===== src/mcx_pkg.sv =====
`default_nettype none
package mcx_pkg;
  // opcode encodings (14-bit instruction word)
  localparam logic [13:0] OP_CALL_VIA_ACC = 14'h000A;
  localparam logic [13:0] OP_CLEAR_ACC = 14'h0100;
  localparam logic [13:0] OP_KICK_WATCHDOG = 14'h0064;
  localparam logic [13:0] OP_NOP = 14'h0000;
  // upper opcode fields
  localparam logic [6:0] OPC_CLEAR_FILE = 7'h03;
  localparam logic [5:0] OPC_INVERT_FILE = 6'h09;
  localparam logic [5:0] OPC_DECREMENT_FILE = 6'h03;
  localparam logic [5:0] OPC_DEC_SKIP = 6'h0B;
  localparam logic [2:0] OPC_JUMP_ABS = 3'h5;
  // field positions
  localparam int DEST_BIT = 7;
  localparam int FILE_MSB = 6;
  localparam int JUMP_MSB = 10;
  // reset values
  localparam logic [14:0] PC_RESET = 15'h0000;
  localparam logic [7:0] ACC_RESET = 8'h00;
  localparam logic [7:0] ZERO_BYTE = 8'h00;
  typedef enum logic [1:0] {
    MCX_EXEC = 2'b01,
    MCX_FLUSH = 2'b10
  } mcx_state_t;
endpackage
`default_nettype wire


===== src/mcx_exec.sv =====
`timescale 1ns/10ps
`default_nettype none
module mcx_exec (
  input wire logic clk_i,
  input wire logic rst_i,
  input wire logic [13:0] instr_i,
  input wire logic [7:0] file_rdata_i,
  input wire logic [6:0] upper_pc_latch_i,
  output logic [14:0] pc_o,
  output logic [6:0] file_addr_o,
  output logic [7:0] file_wdata_o,
  output logic file_we_o,
  output logic [7:0] acc_o,
  output logic null_flag_o,
  output logic [14:0] stack_head_o,
  output logic stack_push_o,
  output logic watchdog_timer_clear_o,
  output logic watchdog_expiry_flag_set_o,
  output logic sleep_entry_flag_set_o,
  output logic busy_o
);
  mcx_pkg::mcx_state_t state_q, state_d;
  logic [14:0] pc_q, pc_d;
  logic [7:0] acc_q, acc_d;
  logic null_q, null_d;
  logic [6:0] faddr_q;
  logic [7:0] fwdata_q;
  logic fwe_q;
  logic [14:0] stack_q;
  logic push_q;
  logic wdt_clear_q;
  logic expiry_set_q;
  logic sleep_set_q;
  logic [7:0] result;
  logic write_back;
  logic flush;
  logic exec_now;
  logic is_call, is_clracc, is_kick, is_clear_file_reg, is_invert_file, is_decrement_file, is_dsz;
  logic is_jump;

  // one-hot class of the word now on the fetch bus
  typedef enum logic [8:0] {
    MCX_OP_OTHER = 9'h001,
    MCX_OP_CALL = 9'h002,
    MCX_OP_JUMP = 9'h004,
    MCX_OP_CLRACC = 9'h008,
    MCX_OP_KICK = 9'h010,
    MCX_OP_CLEAR_FILE_REG = 9'h020,
    MCX_OP_INVERT_FILE = 9'h040,
    MCX_OP_DECREMENT_FILE = 9'h080,
    MCX_OP_DSZ = 9'h100
  } mcx_op_t;
  mcx_op_t op;

  function automatic logic is_null(input logic [7:0] v);
    is_null = (v == mcx_pkg::ZERO_BYTE);
  endfunction

  function automatic logic in_exec(input mcx_pkg::mcx_state_t s);
    in_exec = (s == mcx_pkg::MCX_EXEC);
  endfunction

  // unlisted words fall through as plain increments
  function automatic mcx_op_t decode_op(input logic [13:0] w);
    decode_op = MCX_OP_OTHER;
    if (w == mcx_pkg::OP_CALL_VIA_ACC)
      decode_op = MCX_OP_CALL;
    else if (w == mcx_pkg::OP_CLEAR_ACC)
      decode_op = MCX_OP_CLRACC;
    else if (w == mcx_pkg::OP_KICK_WATCHDOG)
      decode_op = MCX_OP_KICK;
    else if (w[13:11] == mcx_pkg::OPC_JUMP_ABS)
      decode_op = MCX_OP_JUMP;
    else if (w[13:7] == mcx_pkg::OPC_CLEAR_FILE)
      decode_op = MCX_OP_CLEAR_FILE_REG;
    else if (w[13:8] == mcx_pkg::OPC_INVERT_FILE)
      decode_op = MCX_OP_INVERT_FILE;
    else if (w[13:8] == mcx_pkg::OPC_DECREMENT_FILE)
      decode_op = MCX_OP_DECREMENT_FILE;
    else if (w[13:8] == mcx_pkg::OPC_DEC_SKIP)
      decode_op = MCX_OP_DSZ;
  endfunction

  assign op = decode_op(instr_i);
  assign exec_now = in_exec(state_q);
  assign is_call = (op == MCX_OP_CALL);
  assign is_clracc = (op == MCX_OP_CLRACC);
  assign is_kick = (op == MCX_OP_KICK);
  assign is_clear_file_reg = (op == MCX_OP_CLEAR_FILE_REG);
  assign is_invert_file = (op == MCX_OP_INVERT_FILE);
  assign is_decrement_file = (op == MCX_OP_DECREMENT_FILE);
  assign is_dsz = (op == MCX_OP_DSZ);
  assign is_jump = (op == MCX_OP_JUMP);

  // decode and execute one instruction per cycle
  always_comb
  begin
    state_d = mcx_pkg::MCX_EXEC;
    pc_d = pc_q + 15'h0001;
    acc_d = acc_q;
    null_d = null_q;
    result = mcx_pkg::ZERO_BYTE;
    write_back = 1'b0;
    flush = 1'b0;
    case (state_q)
      mcx_pkg::MCX_FLUSH:
      begin
        // discarded word runs as a no-op
        // pc still steps over the discarded word
        state_d = mcx_pkg::MCX_EXEC;
      end
      mcx_pkg::MCX_EXEC:
      begin
        if (is_call)
        begin
          pc_d = {upper_pc_latch_i, acc_q};
          // second cycle flushed, no flag change
          flush = 1'b1;
        end
        else if (is_jump)
        begin
          pc_d = {upper_pc_latch_i[6:3], instr_i[mcx_pkg::JUMP_MSB:0]};
          // second cycle flushed, no flag change
          flush = 1'b1;
        end
        else if (is_clracc)
        begin
          acc_d = mcx_pkg::ZERO_BYTE;
          null_d = 1'b1;
        end
        else if (is_clear_file_reg)
        begin
          // zero file register, set null flag
          result = mcx_pkg::ZERO_BYTE;
          write_back = 1'b1;
          null_d = 1'b1;
        end
        else if (is_invert_file || is_decrement_file || is_dsz)
        begin
          if (is_invert_file)
            result = ~file_rdata_i;
          else
            result = file_rdata_i - 8'h01;
          write_back = instr_i[mcx_pkg::DEST_BIT];
          if (!instr_i[mcx_pkg::DEST_BIT])
            acc_d = result;
          // skip form leaves the null flag alone
          if (!is_dsz)
            null_d = is_null(result);
          // skip next word on zero result
          if (is_dsz && is_null(result))
            flush = 1'b1;
        end
        if (flush)
          state_d = mcx_pkg::MCX_FLUSH;
      end
      default:
      begin
        state_d = mcx_pkg::MCX_EXEC;
      end
    endcase
  end

  // flush state holds for one cycle only
  always_ff @(posedge clk_i)
  begin
    if (rst_i)
      state_q <= mcx_pkg::MCX_EXEC;
    else
      state_q <= state_d;
  end

  always_ff @(posedge clk_i)
  begin
    if (rst_i)
      pc_q <= mcx_pkg::PC_RESET;
    else
      pc_q <= pc_d;
  end

  always_ff @(posedge clk_i)
  begin
    if (rst_i)
      acc_q <= mcx_pkg::ACC_RESET;
    else
      acc_q <= acc_d;
  end

  always_ff @(posedge clk_i)
  begin
    if (rst_i)
      null_q <= 1'b0;
    else
      null_q <= null_d;
  end

  // file register write port
  always_ff @(posedge clk_i)
  begin
    if (rst_i)
      faddr_q <= 7'h00;
    else
      faddr_q <= instr_i[mcx_pkg::FILE_MSB:0];
  end

  always_ff @(posedge clk_i)
  begin
    if (rst_i)
      fwdata_q <= mcx_pkg::ZERO_BYTE;
    else
      fwdata_q <= result;
  end

  always_ff @(posedge clk_i)
  begin
    if (rst_i)
      fwe_q <= 1'b0;
    else
      fwe_q <= exec_now && write_back;
  end

  always_ff @(posedge clk_i)
  begin
    if (rst_i)
      stack_q <= mcx_pkg::PC_RESET;
    else if (exec_now && is_call)
      stack_q <= pc_q + 15'h0001;
  end

  // one-cycle push strobe per call
  always_ff @(posedge clk_i)
  begin
    if (rst_i)
      push_q <= 1'b0;
    else
      push_q <= exec_now && is_call;
  end

  always_ff @(posedge clk_i)
  begin
    if (rst_i)
      wdt_clear_q <= 1'b0;
    else
      wdt_clear_q <= exec_now && is_kick;
  end

  always_ff @(posedge clk_i)
  begin
    if (rst_i)
      expiry_set_q <= 1'b0;
    else
      expiry_set_q <= exec_now && is_kick;
  end

  always_ff @(posedge clk_i)
  begin
    if (rst_i)
      sleep_set_q <= 1'b0;
    else
      sleep_set_q <= exec_now && is_kick;
  end

  assign pc_o = pc_q;
  assign acc_o = acc_q;
  assign null_flag_o = null_q;
  assign file_addr_o = faddr_q;
  assign file_wdata_o = fwdata_q;
  assign file_we_o = fwe_q;
  assign stack_head_o = stack_q;
  assign stack_push_o = push_q;
  assign watchdog_timer_clear_o = wdt_clear_q;
  assign watchdog_expiry_flag_set_o = expiry_set_q;
  assign sleep_entry_flag_set_o = sleep_set_q;
  // busy marks the flushed fetch slot
  assign busy_o = (state_q == mcx_pkg::MCX_FLUSH);
endmodule
`default_nettype wire


===== config.mk =====
export PLATFORM = sky130hd
export DESIGN_NAME = mcx_exec
export DESIGN_NICKNAME = d
export VERILOG_FILES = /design/src/mcx_pkg.sv /design/src/mcx_exec.sv
export SDC_FILE = /design/constraint.sdc
export NUM_CORES = 1
export LEC_CHECK = 0
export BUFFER_PORTS_ARGS = -buffer_cell sky130_fd_sc_hd__buf_2
export CORE_MARGIN = 2
export CORE_UTILIZATION = 38
export DETAILED_ROUTE_END_ITERATION = 12
export SLEW_MARGIN = 25
export SYNTH_ARGS = -nofsm -noshare
export SYNTH_HDL_FRONTEND = slang
export SYNTH_SLANG_ARGS = --single-unit

===== constraint.sdc =====
create_clock -name clk_i -period 3.9 [get_ports clk_i]
set_input_delay 0.585 -clock clk_i [delete_from_list [all_inputs] [get_ports clk_i]]
set_output_delay 0.585 -clock clk_i [all_outputs]
set_load 0.01 [all_outputs]

* After elaboration in Yosys (flattened, before gate mapping)
Cells that the tools add are included.
** Word-level totals
- Memory bits (read-only) :: 0
- Output and inout port bits :: 60
- Input bits :: 31
- Latch bits :: 0
- Logic and storage cells :: 91
- Memories kept :: 0
- Register bits :: 59
- Memory bits (writable) :: 0
** Cells by class
- $add $sub $neg :: 2
- Div/mod/pow operators :: 0
- Bitwise gates (word level) :: 5
- Order comparisons :: 0
- $mul :: 0
- Eq/ne operators :: 21
- Shifts and indexed selects :: 0
- Reduce and logical (&&, ||, !) cells :: 13
- Muxes and demuxes :: 40
** Operators by type and width (count)
- $mux W8 :: 11
- $mux W9 :: 8
- $mux W15 :: 3
- $mux W1 :: 17
- $add A15 B1 Y15 const B :: 1
- $eq A14 B4 Y1 const B :: 1
- $eq A14 B7 Y1 const B :: 1
- $eq A14 B9 Y1 const B :: 1
- $eq A6 B4 Y1 const B :: 2
- $eq A9 B2 Y1 const B :: 1
- $eq A9 B3 Y1 const B :: 1
- $eq A9 B4 Y1 const B :: 1
- $eq A9 B5 Y1 const B :: 1
- $eq A9 B6 Y1 const B :: 1
- $eq A9 B7 Y1 const B :: 1
- $eq A9 B8 Y1 const B :: 1
- $eq A9 B9 Y1 const B :: 1
- $logic_not A8 Y1 :: 1
- $not A8 Y8 :: 1
- $sub A8 B1 Y8 const B :: 1
- $eq A7 B2 Y1 const B :: 1
- $reduce_or A7 Y1 :: 1
- $eq A6 B2 Y1 const B :: 1
- $reduce_and A6 Y1 :: 1
- other kinds (14) :: 21

* Depth between registers and ports, before layout
- Word-level depth :: 28
- Mapped depth :: 7
- Depth with buffers taken out :: 7

* Worst setup path before layout
No wires, ideal clock.
- Path type :: input port to flip-flop
- Start point :: input port instr_i[13]
- End point :: register acc_q[4], in the netlist acc_o[4]
- Required time :: 3770 ps
- Data arrival time :: 1794 ps
- Path slack :: 1976 ps
- Library setup time :: 130 ps
- Buffers on the path :: 1
- Cell stages on the path :: 6
- Cell sequence :: nor4b_4 -> nand2_2 -> a211o_1 -> buf_2 -> a22oi_1 -> nor2_1
** On the way
- Cells in the longest elaborated chain, start to end :: 21
- Elaborated cells on any way between the ends :: 42
- Classes of those cells :: eq/ne: 17; mux: 19; bitwise: 2; reduce/logical: 4
** RTL lines
- start, declared :: RTL line mcx_exec.sv:6 : input wire logic [13:0] instr_i,
- $eq A6 B4 Y1 :: RTL line mcx_exec.sv:80 : else if (w[13:8] == mcx_pkg::OPC_DEC_SKIP)
- $mux W9 :: RTL line mcx_exec.sv:80
- $mux W9 :: RTL line mcx_exec.sv:78 : else if (w[13:8] == mcx_pkg::OPC_DECREMENT_FILE)
- $mux W9 :: RTL line mcx_exec.sv:76 : else if (w[13:8] == mcx_pkg::OPC_INVERT_FILE)
- $mux W9 :: RTL line mcx_exec.sv:74 : else if (w[13:7] == mcx_pkg::OPC_CLEAR_FILE)
- $mux W9 :: RTL line mcx_exec.sv:72 : else if (w[13:11] == mcx_pkg::OPC_JUMP_ABS)
- $mux W9 :: RTL line mcx_exec.sv:70 : else if (w == mcx_pkg::OP_KICK_WATCHDOG)
- $mux W9 :: RTL line mcx_exec.sv:68 : else if (w == mcx_pkg::OP_CLEAR_ACC)
- [... 5 more ...]
- $mux W8 :: RTL line mcx_exec.sv:126 : else if (is_clracc)
- $mux W8 :: RTL line mcx_exec.sv:120 : else if (is_jump)
- $mux W8 :: RTL line mcx_exec.sv:114 : if (is_call)
- $mux W8 :: RTL line mcx_exec.sv:105 : case (state_q)
- $mux W8 :: RTL line mcx_exec.sv:145 : if (!instr_i[mcx_pkg::DEST_BIT])
- $mux W8 :: RTL line mcx_exec.sv:138 : else if (is_invert_file || is_decrement_file || is_dsz)
- $mux W8 :: RTL line mcx_exec.sv:131 : else if (is_clear_file_reg)
- $mux W8 :: RTL line mcx_exec.sv:126
- end signal, assigned :: RTL line mcx_exec.sv:184 : acc_q <= mcx_pkg::ACC_RESET;
- end, declared :: RTL line mcx_exec.sv:24 : logic [7:0] acc_q, acc_d;
Mark *: on every way between the ends. The rest lies on a longest branch, timed or not. The select of a mux whose other input is x is not followed.
A chain may end at the register's enable or synchronous reset.

* Worst setup path after layout
- Start point :: input port instr_i[5]
- End point :: register stack_q[4], in the netlist stack_head_o[4]
** On the way
- Cells in the longest elaborated chain, start to end :: 6
- Elaborated cells on any way between the ends :: 8
- Classes of those cells :: eq/ne: 4; mux: 3; reduce/logical: 1
** RTL lines
- $eq A14 B7 Y1 :: RTL line mcx_exec.sv:70
- $mux W9 :: RTL line mcx_exec.sv:70
- $mux W9 :: RTL line mcx_exec.sv:68
- $mux W9 * :: RTL line mcx_exec.sv:66 : if (w == mcx_pkg::OP_CALL_VIA_ACC)
- $eq A9 B2 Y1 * :: RTL line mcx_exec.sv:86 : assign is_call = (op == MCX_OP_CALL);
- $logic_and A1 B1 Y1 * :: RTL line mcx_exec.sv:226 : else if (exec_now && is_call)
- end signal, assigned :: RTL line mcx_exec.sv:225 : stack_q <= mcx_pkg::PC_RESET;
- end signal, assigned :: RTL line mcx_exec.sv:227 : stack_q <= pc_q + 15'h0001;
- end, declared :: RTL line mcx_exec.sv:29 : logic [14:0] stack_q;
Mark *: on every way between the ends. The rest lies on a longest branch, timed or not.

==> flow_summary_export.csv <==
group,metric,value,unit
status,outcome,"complete, no violations",
clocking,cts.sinks,59,
floorplanning,num_io_pins,91,
cells_and_area,drive_gt1_frac,0.3359,
sta,max_slew_margin,0.5621,
clocking,clock_latency,0.33,ns
sta,grt_setup_unrepaired,"false",
setup_path,cp_num_cells,7,
yosys,ys_ff_latch,59,
sta,setup_violations,0,
detailed_routing,post_drt_via_cell_ratio,5.172,
placement,place_congestion,0.8619,
placement,place_inst,466,
setup_path,max_stage_delay,0.48,ns
setup_path,worstRegToRegCells,5,
yosys,netlist_area,0.002716,sq mm
clocking,post_cts_resized,0,
sta,final-hold-violation-count,0,
global_routing,overflow,0,
setup_path,path_cells,"buf_2 > nor3_1 > nand3_2 > nor3_4 > buf_8 > nor2_1 > a211oi_1",
global_routing,grt_usage,0.1940,
setup_path,worstSetupPathType,"in2reg",
detailed_routing,drtIter0Drc,71,
yosys,synth.avg_cell_area,9.271,sq um
setup_path,endpoint,"stack_head_o[4]$_SDFFE_PP0P_",
floorplanning,die_width,88.55,um
yosys,seq_area_frac_synth,0.4348,
yosys,async_flop_share,0,
clocking,cts_buffer_depth,2,
detailed_routing,routedWlPerCell,15.27,um
placement,io_buffers,90,
sta,fin_crit_sh,0.5436,
clocking,clockRootBuffer,"clkbuf_8",
yosys,ys_types,52,
sta,max_freq,471.7,MHz
yosys,ys_warn_count,0,
cells_and_area,area_growth,27.59,%
sta,fin_skew,0.009476,ns
floorplanning,chipHeight,88.55,um
floorplanning,floorplan.initialDensity,0.3954,
setup_path,r2r-start,"state_q[0]$_SDFF_PP1_",
detailed_routing,firstDrtPassIters,4,
sta,fin_hold_ws,0.4868,ns
setup_path,r2r_slack,1.97,ns
clocking,cts_tree,"built",
sta,tightest_slew,0.6555,ns
clocking,post_cts_buffers,0,
clocking,ctsHoldBuffers,0,
setup_path,cpLargestDelayFamily,"simple AND/OR/NAND/NOR gates",
sta,layout_min_cycle_time,2.120,ns
yosys,syn-num-nets,326,
yosys,syn_inst,293,
yosys,synth_edf_count,0,
cells_and_area,fin_nets,415,
clocking,cts_max_level,3,
global_routing,antenna_found_initial,0,
sta,timing.final.ws_setup,1.780,ns
detailed_routing,drt-total-wl,7375,um
setup_path,startpoint,"instr_i[5]",
floorplanning,die-area,0.007840,sq mm
sta,slew_viol_final,0,
setup_path,r2r-end,"pc_o[5]$_SDFF_PP0_",
yosys,synthFlopType,"dfxtp_1",
clocking,cts_buffers,9,
floorplanning,core_area,0.006869,sq mm
placement,pre_cts_ws,1.221,ns
clocking,clkTransAtPathRegs,0.07,ns
global_routing,grt_pass1_wl,11390,um
detailed_routing,drtAntennaViolNets,0,
min_path,hp-class,"reg2reg",
global_routing,grt_start_max_net_pins,49,
placement,post-dp-hpwl,5569,um
setup_path,crit_slowest_cell,"nor3_4",
global_routing,first_global_vias,2283,
detailed_routing,vias,2498,
sta,tns,0,ns
power_and_ir_drop,total_power,1.411,mW
setup_path,crit_fanout,18,
floorplanning,std_cell_rows,30,
setup_path,cp-start-kind,"input pin",
setup_path,cp_data_required_time,4.14,ns
cells_and_area,layout.cells.non_filler,483,
cells_and_area,n_antenna_cell,0,
power_and_ir_drop,p_per_area,407.0,mW/mm^2
detailed_routing,drcViolationCount,0,
power_and_ir_drop,ir_worst_vdd,0.0001419,V
setup_path,arrival,2.36,ns
power_and_ir_drop,p_leak,1.467,nW
flow_run,cap_violations,0,
setup_path,setup.worst_path.end_class,"flop",
setup_path,path_buf_inv,2,
-- flip-flops by register name, summed over array words and instances (netlist names) --
name	cells
stack_head_o	15
stack_push_o	1
acc_o	8
state_q	2
pc_o	15
file_we_o	1
sleep_entry_flag_set_o	1
null_flag_o	1
file_addr_o	7
file_wdata_o	8
-- placed cells by master, fill, tap and decap left out, drive strengths merged, types with 2 or more instances in the layout --
cell,count
dfxtp,59
a22oi,16
a221oi,4
xor2,5
nor3,10
buf,92
nor2b,16
a2111oi,2
a21oi,6
or2,3
xnor2,16
or3,2
o41ai,2
bufinv,2
nand3,14
nand2,14
nor4,3
nor2,43
and3,6
o22ai,3
o31ai,5
clkbuf,12
mux2i,4
o21a,2
a211oi,14
o21ai,5
ha,2
inv,5
nand4,5
-- layer usage --
layer  wire [um]  GRT usage  up-vias
met4          82    0.07851        0
li1            -          -     1242
met3         418    0.04757        9
met1        3480     0.2589     1164
met5           0          0        -
met2        3393     0.3014       83
-- synth_stat cells (3+ instances only) --
| library cell | number | share of area |
|---|---|---|
| dfxtp_1 | 59 | 0.43 |
| nor2_1 | 43 | 0.059 |
| a22oi_1 | 16 | 0.044 |
| nor2b_1 | 16 | 0.037 |
| xnor2_1 | 16 | 0.052 |
| nand2_1 | 12 | 0.017 |
| nand3_1 | 12 | 0.022 |
| a211oi_1 | 9 | 0.025 |
| clkbuf_1 | 8 | 0.011 |
| a21oi_1 | 6 | 0.011 |
| and3_1 | 6 | 0.014 |
| nor3_1 | 6 | 0.011 |
| a211oi_2 | 5 | 0.023 |
| inv_1 | 5 | 0.0069 |
| nand4_1 | 5 | 0.012 |
| o31ai_1 | 5 | 0.014 |
| xor2_1 | 5 | 0.016 |
| a221oi_1 | 4 | 0.013 |
| mux2i_1 | 4 | 0.015 |
| buf_2 | 3 | 0.0055 |
| nor3_2 | 3 | 0.011 |
| o22ai_1 | 3 | 0.0069 |
| or2_2 | 3 | 0.0069 |
-- worst reg2reg max path, delay by kind of cell, from the launching register on --
kind | cells | cell delay (ns)
flip-flops | 1 | 0.34
AO/OA/AOI/OAI | 2 | 0.29
AND/OR/NAND/NOR | 3 | 1.22
-- cell type report --
cell class,count,area (sq um)
clock buffer,12,155.1
clock inverter,4,72.57
fill,711,3403
inverter,5,18.77
multi-input combinational,215,1445
sequential,59,1181
tap,96,120.1
timing repair buffer,92,473.0
-- metrics by stage --
stage	area, sq um	utilization
after floorplan	2716	-
after detailed placement	3223	0.4692
after CTS	3451	0.5024
after global placement	3223	0.4692
final	3466	0.5046
after global routing	3466	0.5046
-- cell families after synthesis --
group,Yosys count,synth area share
AO/OA/AOI/OAI,65,0.1944
XOR/XNOR,21,0.06771
adder cells (fa/ha/maj),2,0.009211
buffers and inverters,19,0.03316
flip-flops,59,0.4348
multiplexers,4,0.01474
AND/OR/NAND/NOR,123,0.2460
-- power by group --
part / total, mW / internal, mW / leakage, nW / switching [mW]
Clock: 0.634 / 0.394 / 0.113 / 0.240
Combinational: 0.140 / 0.0570 / 0.875 / 0.0831
Sequential: 0.637 / 0.619 / 0.480 / 0.0178
Total: 1.41 / 1.07 / 1.47 / 0.341
-- how the worst min path moves through the flow --
stage | from | depth (start not counted) | to
2_1_floorplan | stack_head_o[1]$_SDFFE_PP0P_ | 2 | stack_head_o[1]$_SDFFE_PP0P_
3_3_place_gp | stack_head_o[1]$_SDFFE_PP0P_ | 2 | stack_head_o[1]$_SDFFE_PP0P_
3_5_place_dp | stack_head_o[1]$_SDFFE_PP0P_ | 2 | stack_head_o[1]$_SDFFE_PP0P_
4_1_cts | stack_head_o[1]$_SDFFE_PP0P_ | 2 | stack_head_o[1]$_SDFFE_PP0P_
5_1_grt | instr_i[5] | 3 | sleep_entry_flag_set_o$_SDFF_PP0_
6_report | stack_head_o[1]$_SDFFE_PP0P_ | 2 | stack_head_o[1]$_SDFFE_PP0P_
Power figures use the tool's default switching activity.
